**src/an_params.svh**
```systemverilog
// Register map, field positions, reset values and timing constants.
`ifndef AN_PARAMS_SVH
`define AN_PARAMS_SVH

// Register indices on the management port.
`define AN_REG_CTL      5'h00
`define AN_REG_STS      5'h01
`define AN_REG_ADV      5'h04
`define AN_REG_LPA      5'h05
`define AN_REG_EXP      5'h06
`define AN_REG_NPT      5'h07
`define AN_REG_GIG      5'h09

// Basic mode control fields.
`define AN_CTL_SPD_LSB  13
`define AN_CTL_NEGOTIATION_ENABLE_STRAP    12
`define AN_CTL_RESTART  9
`define AN_CTL_DUPLEX   8
`define AN_CTL_SPD_MSB  6

// Basic mode status: fixed ability bits and live fields.
`define AN_STS_FIXED    16'h7909
`define AN_STS_DONE     5
`define AN_STS_RFLT     4
`define AN_STS_LINK     2

// Advertisement and partner ability fields.
`define AN_ADV_NP       15
`define AN_ADV_RFLT     13
`define AN_ADV_ASYM     11
`define AN_ADV_PAUSE    10
`define AN_ADV_100FD    8
`define AN_ADV_100HD    7
`define AN_ADV_10FD     6
`define AN_ADV_10HD     5
`define AN_SEL_W        5
`define AN_SEL_8023     5'h01
`define AN_ADV_BASE     16'h0C01

// Expansion fields.
`define AN_EXP_PDF      4
`define AN_EXP_LPNP     3
`define AN_EXP_NPA      2
`define AN_EXP_PR       1
`define AN_EXP_LPAN     0

// Next page transmit reset value and gigabit control fields.
`define AN_NPT_RST      16'h2001
`define AN_GIG_FD       9
`define AN_GIG_HD       8

// Resolved speed codes as reported in the control register.
`define AN_SPD_10       2'h0
`define AN_SPD_100      2'h1
`define AN_SPD_1000     2'h2

// Break link timer.
`define AN_BREAK_MS     1500
`define AN_CLK_KHZ      40000
`define AN_BRK_W        26

`endif

```
**src/an_pkg.sv**
```systemverilog
// Types shared by the negotiation register logic.
package an_pkg;

  typedef enum logic [3:0]
  {
    AN_ST_FORCED = 4'h1,
    AN_ST_BREAK  = 4'h2,
    AN_ST_NEGO   = 4'h4,
    AN_ST_LINKED = 4'h8
  } an_state_e;

  typedef struct packed
  {
    logic        negotiation_enable_strap;
    logic        spd_high;
    logic        spd_low;
    logic        duplex;
  } an_strap_s;

  typedef struct packed
  {
    logic        wr;
    logic        rd;
    logic [4:0]  addr;
    logic [15:0] wdata;
  } an_mgmt_req_s;

  typedef struct packed
  {
    logic        page_valid;
    logic [15:0] page_word;
    logic        arb_done;
    logic        gig_fd;
    logic        gig_hd;
    logic        pd_link10;
    logic        pd_link100;
    logic        link_good;
    logic        np_taken;
  } an_link_in_s;

  typedef struct packed
  {
    logic        flp_enable;
    logic        complete;
    logic [1:0]  speed;
    logic        full_duplex;
    logic [15:0] base_page;
    logic [15:0] gig_page;
    logic        np_valid;
    logic [15:0] next_page;
  } an_link_out_s;

endpackage : an_pkg

```
**src/an_break_timer.sv**
```systemverilog
// Break link timer: one pulse a fixed number of cycles after start.
`include "an_params.svh"

module an_break_timer
#(
  parameter int unsigned CYCLES = 16
)
(
  // Clock and reset
  input  wire logic clk,
  input  wire logic rst_n,
  // Control
  input  wire logic start,
  output logic      expired
);

  localparam logic [`AN_BRK_W-1:0] LOAD = `AN_BRK_W'(CYCLES - 1);

  logic [`AN_BRK_W-1:0] cnt;
  logic                 running;

  assign expired = running && (cnt == '0);

  always_ff @(posedge clk)
  begin
    if (!rst_n || start)
      cnt <= LOAD;
    else if (running && cnt != '0)
      cnt <= cnt - 1'b1;
  end

  always_ff @(posedge clk)
  begin
    if (!rst_n)
      running <= 1'b0;
    else if (start)
      running <= 1'b1;
    else if (expired)
      running <= 1'b0;
  end

endmodule : an_break_timer

```
**src/an_regs.sv**
```systemverilog
// Negotiation control, advertisement and result registers of the PHY.
`include "an_params.svh"

// What this block does
// Advertise pause and asymmetric pause from advertisement bits 10 and 11.
// Store partner pause and asymmetric pause in partner ability bits 10, 11.
// Never resolve pause mode; only advertise and report pause abilities.
// The MAC reads partner ability after negotiation and picks pause mode.
// Next page transmit register holds the next page word sent out.
// Parallel detect completion sets partner bit 5 or 7 and selector 00001.
// Parallel detect completion reads expansion bit 0 as zero.
// In parallel detect mode, any non-good link sets expansion bit 4.
// Losing a negotiated link resumes negotiation automatically.
// Writing one to control bit 9 after completion restarts negotiation.
// Restart silences pulses for the 1500 ms break timer, then sends bursts.
// Software clears then sets control bit 12 to leave forced mode.
// Strapped negotiation, speed and duplex settings are overridable by writes.
// With negotiation on, transmit advertisement and gigabit control abilities.
// Speed straps pick advertised speeds; duplex strap picks half or full.
// Resolve to the highest common mode including gigabit abilities.
// Status shows complete bit 5, remote fault bit 4, link bit 2.
// Status ability, negotiation ability and extended bits are always set.
// Advertisement defaults to strap-picked speeds plus pause bits; writes replace them.
// Partner ability holds the base page, overwritten by each next page.
// Without next pages the base page stays held after completion.
// Software saves each page, checks bit 15, writes further next pages.
// Expansion reports partner NP, local NP, page received, partner able.
// Page received flag clears on read; each new page sets it again.
module an_regs
  import an_pkg::*;
#(
  parameter int unsigned BREAK_CYCLES = `AN_BREAK_MS * `AN_CLK_KHZ
)
(
  // Clock and reset
  input  wire logic           clk,
  input  wire logic           rst_n,
  // Strap pins
  input  an_pkg::an_strap_s    strap,
  // Station management port
  input  an_pkg::an_mgmt_req_s mgmt,
  output logic [15:0]          rdata,
  // Link pulse engine
  input  an_pkg::an_link_in_s  lnk_in,
  output an_pkg::an_link_out_s lnk_out
);

  import an_pkg::*;

  ////////////////////////////////////////////////////////////////////////////
  // Register storage and decode.

  an_state_e   state;
  an_state_e   next_state;
  logic        ctl_negotiation_enable_strap;
  logic [1:0]  ctl_spd;
  logic        ctl_dup;
  logic [15:0] adv;
  logic [15:0] gig;
  logic [15:0] npt;
  logic [15:0] lpa;
  logic [15:0] base_q;
  logic        np_pending;
  logic        page_seen;
  logic        exp_pr;
  logic        exp_pdf;
  logic        exp_lpnp;
  logic        exp_lpan;
  logic        pd_mode;
  logic [1:0]  res_spd;
  logic        res_dup;
  logic        wr_ctl;
  logic        wr_adv;
  logic        wr_npt;
  logic        wr_gig;
  logic        rd_exp;
  logic        restart_req;
  logic        pd_hit;
  logic        arb_hit;
  logic        brk_start;
  logic        brk_expired;
  logic        relink;
  logic [1:0]  next_spd;
  logic        next_dup;
  logic [15:0] pd_word;
  logic [15:0] cmp_word;

  assign wr_ctl = mgmt.wr && (mgmt.addr == `AN_REG_CTL);
  assign wr_adv = mgmt.wr && (mgmt.addr == `AN_REG_ADV);
  assign wr_npt = mgmt.wr && (mgmt.addr == `AN_REG_NPT);
  assign wr_gig = mgmt.wr && (mgmt.addr == `AN_REG_GIG);
  assign rd_exp = mgmt.rd && (mgmt.addr == `AN_REG_EXP);

  // Restart is honoured whenever negotiation is on, in any state.
  assign restart_req = wr_ctl && mgmt.wdata[`AN_CTL_RESTART]
                       && ctl_negotiation_enable_strap;

  ////////////////////////////////////////////////////////////////////////////
  // Control register, strapped at reset and writable at any time.

  always_ff @(posedge clk)
  begin
    if (!rst_n)
    begin
      ctl_negotiation_enable_strap <= strap.negotiation_enable_strap;
      ctl_spd   <= {strap.spd_high, strap.spd_low};
      ctl_dup   <= strap.duplex;
    end
    else if (wr_ctl)
    begin
      ctl_negotiation_enable_strap <= mgmt.wdata[`AN_CTL_NEGOTIATION_ENABLE_STRAP];
      ctl_spd   <= {mgmt.wdata[`AN_CTL_SPD_MSB], mgmt.wdata[`AN_CTL_SPD_LSB]};
      ctl_dup   <= mgmt.wdata[`AN_CTL_DUPLEX];
    end
  end

  // Advertised speeds follow the speed straps; duplex strap picks HD or FD.
  always_ff @(posedge clk)
  begin
    if (!rst_n)
    begin
      adv <= `AN_ADV_BASE;
      adv[`AN_ADV_10HD]  <= !strap.duplex
                            && (strap.spd_low == strap.spd_high);
      adv[`AN_ADV_10FD]  <= strap.duplex
                            && (strap.spd_low == strap.spd_high);
      adv[`AN_ADV_100HD] <= !strap.duplex && !strap.spd_high;
      adv[`AN_ADV_100FD] <= strap.duplex && !strap.spd_high;
    end
    else if (wr_adv)
      adv <= mgmt.wdata;
  end

  always_ff @(posedge clk)
  begin
    if (!rst_n)
    begin
      gig <= '0;
      gig[`AN_GIG_FD] <= strap.duplex;
      gig[`AN_GIG_HD] <= !strap.duplex;
    end
    else if (wr_gig)
      gig <= mgmt.wdata;
  end

  always_ff @(posedge clk)
  begin
    if (!rst_n)
      npt <= `AN_NPT_RST;
    else if (wr_npt)
      npt <= mgmt.wdata;
  end

  // A fresh next page stays pending until the engine takes it; set wins.
  always_ff @(posedge clk)
  begin
    if (!rst_n)
      np_pending <= 1'b0;
    else if (wr_npt)
      np_pending <= 1'b1;
    else if (lnk_in.np_taken)
      np_pending <= 1'b0;
  end

  ////////////////////////////////////////////////////////////////////////////
  // Negotiation sequencing.

  assign arb_hit = (state == AN_ST_NEGO) && lnk_in.arb_done;
  assign pd_hit  = (state == AN_ST_NEGO) && !lnk_in.arb_done && !page_seen
                   && (lnk_in.pd_link10 || lnk_in.pd_link100);

  always_comb
  begin
    next_state = state;
    case (state)
      AN_ST_FORCED:
        if (ctl_negotiation_enable_strap)
          next_state = AN_ST_BREAK;
      AN_ST_BREAK:
        if (brk_expired)
          next_state = AN_ST_NEGO;
      AN_ST_NEGO:
        if (arb_hit || pd_hit)
          next_state = AN_ST_LINKED;
      AN_ST_LINKED:
        if (!lnk_in.link_good)
          next_state = AN_ST_NEGO;
      default:
        next_state = AN_ST_FORCED;
    endcase
    if (!ctl_negotiation_enable_strap)
      next_state = AN_ST_FORCED;
    else if (restart_req)
      next_state = AN_ST_BREAK;
  end

  always_ff @(posedge clk)
  begin
    if (!rst_n)
      state <= AN_ST_FORCED;
    else
      state <= next_state;
  end

  assign brk_start = (next_state == AN_ST_BREAK)
                     && ((state != AN_ST_BREAK) || restart_req);

  // A lost link renegotiates from scratch, so the old base page is dropped.
  assign relink = (state == AN_ST_LINKED)
                  && (next_state == AN_ST_NEGO);

  an_break_timer #(
    .CYCLES (BREAK_CYCLES)
  ) u_break (
    .clk     (clk),
    .rst_n   (rst_n),
    .start   (brk_start),
    .expired (brk_expired)
  );

  ////////////////////////////////////////////////////////////////////////////
  // Partner pages and expansion flags.

  always_comb
  begin
    pd_word = '0;
    pd_word[`AN_SEL_W-1:0] = `AN_SEL_8023;
    pd_word[`AN_ADV_100HD] = lnk_in.pd_link100;
    pd_word[`AN_ADV_10HD]  = !lnk_in.pd_link100;
  end

  // Each received page overwrites the previous one; pause bits ride along.
  always_ff @(posedge clk)
  begin
    if (!rst_n || brk_start)
      lpa <= '0;
    else if (pd_hit)
      lpa <= pd_word;
    else if (state == AN_ST_NEGO && lnk_in.page_valid)
      lpa <= lnk_in.page_word;
  end

  always_ff @(posedge clk)
  begin
    if (!rst_n || brk_start || relink)
    begin
      page_seen <= 1'b0;
      base_q    <= '0;
      exp_lpnp  <= 1'b0;
      exp_lpan  <= 1'b0;
    end
    else if (state == AN_ST_NEGO && lnk_in.page_valid && !page_seen)
    begin
      page_seen <= 1'b1;
      base_q    <= lnk_in.page_word;
      exp_lpnp  <= lnk_in.page_word[`AN_ADV_NP];
      exp_lpan  <= 1'b1;
    end
  end

  // Page received: a page in the read cycle sets it again.
  always_ff @(posedge clk)
  begin
    if (!rst_n)
      exp_pr <= 1'b0;
    else if (state == AN_ST_NEGO && lnk_in.page_valid)
      exp_pr <= 1'b1;
    else if (rd_exp)
      exp_pr <= 1'b0;
  end

  always_ff @(posedge clk)
  begin
    if (!rst_n || brk_start || arb_hit)
      pd_mode <= 1'b0;
    else if (pd_hit)
      pd_mode <= 1'b1;
  end

  always_ff @(posedge clk)
  begin
    if (!rst_n)
      exp_pdf <= 1'b0;
    else if (pd_mode && !lnk_in.link_good)
      exp_pdf <= 1'b1;
    else if (rd_exp)
      exp_pdf <= 1'b0;
  end

  ////////////////////////////////////////////////////////////////////////////
  // Highest common mode; pause is left for the MAC to resolve.

  assign cmp_word = pd_hit ? pd_word : base_q;

  always_comb
  begin
    next_spd = `AN_SPD_10;
    next_dup = 1'b0;
    if (!pd_hit && gig[`AN_GIG_FD] && lnk_in.gig_fd)
    begin
      next_spd = `AN_SPD_1000;
      next_dup = 1'b1;
    end
    else if (!pd_hit && gig[`AN_GIG_HD] && lnk_in.gig_hd)
      next_spd = `AN_SPD_1000;
    else if (adv[`AN_ADV_100FD] && cmp_word[`AN_ADV_100FD])
    begin
      next_spd = `AN_SPD_100;
      next_dup = 1'b1;
    end
    else if (cmp_word[`AN_ADV_100HD] && (adv[`AN_ADV_100HD] || pd_hit))
      next_spd = `AN_SPD_100;
    else if (adv[`AN_ADV_10FD] && cmp_word[`AN_ADV_10FD])
      next_dup = 1'b1;
  end

  always_ff @(posedge clk)
  begin
    if (!rst_n)
    begin
      res_spd <= `AN_SPD_10;
      res_dup <= 1'b0;
    end
    else if (arb_hit || pd_hit)
    begin
      res_spd <= next_spd;
      res_dup <= next_dup;
    end
  end

  ////////////////////////////////////////////////////////////////////////////
  // Link engine outputs and register reads.

  always_comb
  begin
    lnk_out             = '0;
    lnk_out.flp_enable  = (state == AN_ST_NEGO);
    lnk_out.complete    = (state == AN_ST_LINKED);
    lnk_out.speed       = ctl_negotiation_enable_strap ? res_spd : ctl_spd;
    lnk_out.full_duplex = ctl_negotiation_enable_strap ? res_dup : ctl_dup;
    lnk_out.base_page   = adv;
    lnk_out.gig_page    = gig;
    lnk_out.np_valid    = np_pending;
    lnk_out.next_page   = npt;
  end

  always_ff @(posedge clk)
  begin
    if (!rst_n)
      rdata <= '0;
    else if (mgmt.rd)
    begin
      rdata <= '0;
      case (mgmt.addr)
        `AN_REG_CTL:
        begin
          rdata[`AN_CTL_NEGOTIATION_ENABLE_STRAP]   <= ctl_negotiation_enable_strap;
          rdata[`AN_CTL_SPD_MSB] <= lnk_out.speed[1];
          rdata[`AN_CTL_SPD_LSB] <= lnk_out.speed[0];
          rdata[`AN_CTL_DUPLEX]  <= lnk_out.full_duplex;
        end
        `AN_REG_STS:
        begin
          rdata <= `AN_STS_FIXED;
          rdata[`AN_STS_DONE] <= (state == AN_ST_LINKED);
          rdata[`AN_STS_RFLT] <= lpa[`AN_ADV_RFLT] && !pd_mode;
          rdata[`AN_STS_LINK] <= (state == AN_ST_LINKED)
                                 && lnk_in.link_good;
        end
        `AN_REG_ADV: rdata <= adv;
        `AN_REG_LPA: rdata <= lpa;
        `AN_REG_EXP:
        begin
          rdata[`AN_EXP_PDF]  <= exp_pdf;
          rdata[`AN_EXP_LPNP] <= exp_lpnp;
          rdata[`AN_EXP_NPA]  <= 1'b1;
          rdata[`AN_EXP_PR]   <= exp_pr;
          rdata[`AN_EXP_LPAN] <= exp_lpan && !pd_mode;
        end
        `AN_REG_NPT: rdata <= npt;
        `AN_REG_GIG: rdata <= gig;
        default:     rdata <= '0;
      endcase
    end
  end
endmodule : an_regs

```
**config.mk**
```make
export PLATFORM = sky130hd
export DESIGN_NAME = an_regs
export DESIGN_NICKNAME = d
export VERILOG_FILES = /design/src/an_pkg.sv /design/src/an_break_timer.sv /design/src/an_regs.sv
export VERILOG_INCLUDE_DIRS = /design/src
export SDC_FILE = /design/constraint.sdc
export NUM_CORES = 1
export LEC_CHECK = 0
export ABC_CLOCK_PERIOD_IN_PS = 4700
export BUFFER_PORTS_ARGS = -buffer_cell sky130_fd_sc_hd__buf_4
export CAP_MARGIN = 10
export CORE_MARGIN = 4
export CORE_UTILIZATION = 40
export CTS_BUF_LIST = sky130_fd_sc_hd__clkbuf_4
export CTS_CLUSTER_DIAMETER = 80
export DETAILED_ROUTE_END_ITERATION = 12
export RECOVER_POWER = 25
export SLEW_MARGIN = 25
export SYNTH_ARGS = -nofsm -noshare
export SYNTH_HDL_FRONTEND = slang
export SYNTH_SLANG_ARGS = --single-unit
```
**constraint.sdc**
```tcl
create_clock -name clk -period 4.7 [get_ports clk]
set_clock_uncertainty 0.2 [all_clocks]
set_input_delay 0.47 -clock clk [delete_from_list [all_inputs] [get_ports clk]]
set_output_delay 0.47 -clock clk [all_outputs]
set_load 0.01 [all_outputs]
```
==> flow_metrics.tcl, run 1 <==
set metrics [dict create \
    status "complete, but fails checks" \
    violations "capacitance limit, slew limit" \
    required_ns 4.84 \
    syn2layout_area_growth_pct 25.2 \
    die_h_microns 129 \
    ctsLongestPathBuffers 2 \
    postRouteAntennaNets 0 \
    root_buffer "clkbuf_4" \
    ys_types 74 \
    cts_tree "built" \
    cpMostUsedCell "clkbuf_1" \
    n_antenna_cell 0 \
    layout_min_cycle_time_ns 3.64 \
    final_area_sq_um 7300 \
    crit_chain "clkbuf_1, inv_1, clkbuf_1, nand2_1, o22ai_1" \
    htree_levels 4 \
    fp-row-count 43 \
    final_core_util_pct 51.8 \
    yosysTopAreaCellShare_pct 40.2 \
    ff2ff_path_depth 5 \
    dieArea_sq_um 16600 \
    synth.avg_cell_area_sq_um 8.42 \
    synth.net_count 747 \
    ys_seq_elements 127 \
    critPathMaxFanout 46 \
    min_delay_path_depth 3 \
    synth_edf_count 10 \
    hold_viol 0 \
    multi_input_area_sq_um 2990 \
    grt_max_degree 47 \
    initial_core_util_pct 41.4 \
    start_kind "primary input" \
    slowest_stage "clkbuf_1" \
    wl_per_cell_microns 18.4 \
    viasPerCell 5.57 \
    filler_cell_count 1374 \
    slew_headroom_pct -56.3 \
    vias 5673 \
    boundaryPins 123 \
    cellLeakagePower_nw 2.57 \
    portBuffers 122 \
    grt-ovfl-total 0 \
    drc 0 \
    firstDrtPassIters 6 \
    end_kind "flip-flop" \
    cts_buffers 17 \
    drt_first_iter_violations 597 \
    hpwlAfterDp_microns 13600 \
    synthesis.area_sq_um 5830 \
    track_usage_pct 22.7 \
    cts_sinks 127 \
    cap_violations 2 \
    dpl_worst_slack_ns 1.78 \
    wl_microns 18700 \
    slew_viol_final 87 \
    regArea_sq_um 2640 \
    yosysMostFrequentCell "nand2_1" \
    grt_first_pass_wirelength_microns 29300 \
    fp.coreArea_sq_um 14100 \
    yosysWarnings 0 \
    syn_inst 692 \
    p_per_area_nw_per_um2 297 \
    rsz0062_at_grt "false" \
    tightest_slew_ns 2.35 \
    fin_crit_sh_pct 77.4 \
    async_flop_share_pct 0 \
    nets 880 \
    grt_antenna_before_repair 0 \
    cts_setup_buffers 0 \
    crit_type "primary input to flip-flop" \
    min_path_type "primary input to flip-flop" \
    setup_viol 0 \
    die_w_microns 129 \
    synth-seq-area-share_pct 45.3 \
    synth_commonest_cells "nand2_1, dfxtp_1, a21oi_1, nor2_1, o21ai_0" \
    layout-drive-gt1-share_pct 17.5 \
    gp_routability_congestion 0.897 \
    slowest_delay_ns 1.69 \
    clk_latency_ns 0.53 \
    ys_top_cells_by_area "dfxtp_1, nand2_1, a21oi_1" \
    post_dp_cell_area_sq_um 6820 \
    max_freq_ghz 0.275 \
    setup_tns_ns 0 \
    synth_flop_cell "dfxtp_1" \
    synth_top_area_cell "dfxtp_1" \
    setup_slack_ns 1.06 \
    ir_drop_mv 0.185 \
    clk_pin_slew_ns 0.11 \
    worstPathArrival_ns 3.78 \
    grt_pass1_vias 5406 \
]
[metrics by stage]
step                      hold WS [ns]  cells  power, mW
after floorplan                  0.233    692       1.25
after CTS                      0.00725   1018       2.18
after detailed placement         0.255    955       1.35
after global placement           0.249    955       1.35
after global routing           0.00360   1018       2.25
final                           0.0410   1018       2.17
[cell usage in the layout, fill, tap and decap left out, types with 7 or more instances in the layout]
| master | netlist | layout |
|---|---|---|
| a21oi_1 | 71 | 71 |
| buf_4 | 1 | 86 |
| mux2i_1 | 20 | 20 |
| o21ai_0 | 34 | 34 |
| a31oi_1 | 9 | 9 |
| clkbuf_4 | 0 | 17 |
| edfxtp_1 | 10 | 10 |
| nand2_1 | 176 | 176 |
| clkbuf_1 | 27 | 39 |
| or3_1 | 7 | 7 |
| nand3_1 | 16 | 16 |
| dfxtp_1 | 117 | 117 |
| nor2_1 | 37 | 37 |
| dlygate4sd3_1 | 0 | 31 |
| inv_1 | 8 | 8 |
| xnor2_1 | 14 | 14 |
[final cells by class]
class	instances	share of cell area, %
tap	180	3.09
sequential	127	36.2
clock buffer	17	1.75
clock inverter	15	2.50
multi-input combinational	515	40.9
timing repair buffer	156	15.1
inverter	8	0.412
[layer usage]
layer  vias to the layer above  global-route usage (%)  wire, microns
li1                       2714                       -              -
met4                         0                    5.56            314
met5                         -                       0              0
met2                       243                    35.7           8560
met3                        24                    6.35           1560
met1                      2692                    31.1           8290
[power breakdown]
part,switching [mW],total (mW),internal (mW),leakage (nW)
Clock,0.448,0.823,0.375,0.152
Sequential,0.0207,1.13,1.11,1.04
Combinational,0.117,0.210,0.0928,1.37
[kinds of logic after synthesis]
group	Yosys count	synth area share (%)
XOR/XNOR	18	2.70
buffers and inverters	50	3.56
multiplexers	29	5.75
AND/OR/NAND/NOR	303	25.3
flip-flops	127	45.3
adder cells (fa/ha/maj)	2	0.429
AO/OA/AOI/OAI	163	16.9
[critical path: cells and delay by family]
family                 cells  cell delay [ns]
AO/OA/AOI/OAI              1             0.28
AND/OR/NAND/NOR            1             0.32
buffers and inverters      3             2.64
[timing repair]
item / in CTS / in global routing
resized for setup: 0 / 0
hold buffers: 31 / 0
hold endpoints to repair: 57 / 0
[state kept, by name, indices dropped and copies added, names as in the netlist]
| signal | flops |
|---|---|
| rdata | 16 |
| u_break.running | 1 |
| lpa | 16 |
| res_spd | 2 |
| ctl_dup | 1 |
| base_q | 3 |
| pd_mode | 1 |
| ctl_negotiation_enable_strap | 1 |
| exp_lpan | 1 |
| ctl_spd | 2 |
| exp_pdf | 1 |
| gig | 16 |
| state | 4 |
| res_dup | 1 |
| npt | 16 |
| adv | 16 |
| u_break.cnt | 26 |
| exp_lpnp | 1 |
| exp_pr | 1 |
| np_pending | 1 |
[path summary, 6_finish.rpt]
kind / start / endpoint / slack (ns)
setup / recovery: rst_n / adv[8] / 1.06
hold / removal: lnk_in[7] / lpa[0] / 0.04
setup reg to reg: state[3] / base_q[6] / 1.80
hold reg to reg: lpa[15] / lpa[15] / 0.27
Note: power is estimated with default switching activity, not from simulation.
==> inputs of run 2 (changes only) <==
- ABC_CLOCK_PERIOD_IN_PS: 4700 -> 3670
- clock period: 4.7 -> 3.67 ns (I/O delays scaled with it)
==> run 2 against run 1 <==
  * Total power rose by 34%
  * Die area did not move
  * Critical path type unchanged
  * Register-to-register slack got worse by 0.51 ns
  * The run now ends clean
  * Cell count rose by 1.6%
  * Flip-flop and latch count did not move
  * Combinational power rose by 34%
  * Clock power rose by 42%
  * Non-clock buffer count rose by 16
  * Sequential share of layout area fell by 0.91 points
  * Count of clock-buffer cells in the layout did not move
  * Critical endpoint is now gig[0]
  * Core utilization rose by 1.3 points
  * Design area rose by 2.6%
  * Highest routed layer unchanged
==> flow_metrics.tcl, run 2 (synthesized netlist as in run 1, its figures left out) <==
set metrics [dict create \
    initial_core_util_pct 41.4 \
    reg2reg_slack_ns 1.29 \
    grt_first_pass_wirelength_microns 29000 \
    critical-path-top-delay-family "simple AND/OR/NAND/NOR gates" \
    nets 896 \
    cts_buffers 17 \
    clk_latency_ns 0.57 \
    cellLeakagePower_nw 2.66 \
    track_usage_pct 22.7 \
    pwr-share-comb_pct 9.7 \
    slew_viol_final 0 \
    fp-row-count 43 \
    layout-drive-gt1-share_pct 17.3 \
    ctsLongestPathBuffers 2 \
    cts_sinks 127 \
    power_frac_seq_pct 50.0 \
    max_freq_ghz 0.374 \
    final_core_util_pct 53.1 \
    rsz0062_at_grt "false" \
    cts_hold_buf 45 \
    required_ns 3.98 \
    drc 0 \
    critPathMaxFanout 18 \
    htree_levels 4 \
    postRouteAntennaNets 0 \
    grt_max_degree 47 \
    p_sw_share_pct 25.6 \
    viasPerCell 5.52 \
    clk_pin_slew_ns 0.12 \
    clockPowerShare_pct 40.3 \
    hold_viol 0 \
    crit_type "primary input to flip-flop" \
    p_per_area_nw_per_um2 387 \
    setup_viol 0 \
    final_common_cell "nand2_1" \
    setup_tns_ns 0 \
    critical_path_buf_inv_count 2 \
    status "finished, final reports clean" \
    wl_per_cell_microns 18.2 \
    grt_pass1_vias 5451 \
    intPower_mw 2.16 \
    syn2layout_area_growth_pct 28.4 \
    slowest_delay_ns 0.86 \
    n_antenna_cell 0 \
    min_path_type "primary input to flip-flop" \
    slowest_stage "and2_0" \
    tightest_slew_ns 1.10 \
    layout_min_cycle_time_ns 2.68 \
    end_kind "flip-flop" \
    hold_ws_ns 0.0450 \
    cap_violations 0 \
    multi_input_area_sq_um 2980 \
    ir_drop_mv 0.242 \
    p_switching_mw 0.742 \
    wl_microns 18800 \
    die_w_microns 129 \
    filler_cell_count 1346 \
    crit_chain "clkbuf_1, nor4bb_2, buf_4, and2_0, nand2_1, a21oi_1" \
    hpwlAfterDp_microns 13500 \
    firstDrtPassIters 5 \
    grt-ovfl-total 0 \
    fin_crit_sh_pct 72.9 \
    postCtsResizedCells 0 \
    start_kind "primary input" \
    gp_routability_congestion 0.886 \
    root_buffer "clkbuf_4" \
    top_register "u_break.cnt" \
    cts_tree "built" \
    vias 5709 \
    fp.coreArea_sq_um 14100 \
    regArea_sq_um 2640 \
    dieArea_sq_um 16600 \
    drt_first_iter_violations 480 \
    grt_antenna_before_repair 0 \
    total_power_mw 2.90 \
    boundaryPins 123 \
    layout_common_cells "nand2_1, dfxtp_1, buf_4, a21oi_1, dlygate4sd3_1" \
    die_h_microns 129 \
    slew_headroom_pct 26.7 \
    largest_reg_flops 26 \
    portBuffers 122 \
    cts_setup_buffers 0 \
    worstPathArrival_ns 2.98 \
]
run 2: final timing paths:
check / start / to / cells past startpoint
hold reg to reg: lpa[2] / lpa[2] / 2
hold / removal: mgmt[20] / rdata[1] / 3
setup / recovery: mgmt[16] / gig[0] / 6
setup reg to reg: state[1] / lpa[11] / 5
run 2: area by class of cell:
type                    instances  area share, %
clock buffers                  17           1.71
clock inverters                15           2.88
inverters                       8          0.401
multi-input cells             515           39.8
flip-flops and latches        127           35.3
well taps                     180           3.01
repair buffers                172           16.9
run 2: worst register-to-register path, cell delays in order (launching register included):
cell and delay (ns):
dfxtp_1 0.45, nor4b_1 0.13, nand2b_1 0.18, o22ai_2 0.63
nand2_1 0.48, a21oi_1 0.25
run 2: metrics by stage:
step,worst slack [ns],cell area (sq um),cells
final,0.993,7480,1034
after global routing,0.791,7480,1034
after CTS,1.16,7630,1034
after detailed placement,1.06,6840,957
after global placement,1.05,6840,957
after floorplan,1.56,5830,692
run 2: routing by layer:
layer,wire (microns),part of all wire (%),vias up,global-route usage [%]
li1,-,-,2744,-
met5,0,0,-,0
met1,8350,44,2684,30.2
met3,1460,7.8,28,6.52
met4,311,1.7,0,7.16
met2,8680,46,253,35.7
run 2: power groups by stage:
stage | Sequential [mW] | Combinational (mW) | Clock, mW
4_1_cts | 1.45 | 0.286 | 1.18
3_3_place_gp | 1.48 | 0.246 | 0
3_5_place_dp | 1.48 | 0.248 | 0
2_1_floorplan | 1.48 | 0.121 | 0
6_report | 1.45 | 0.281 | 1.17
5_1_grt | 1.45 | 0.304 | 1.25
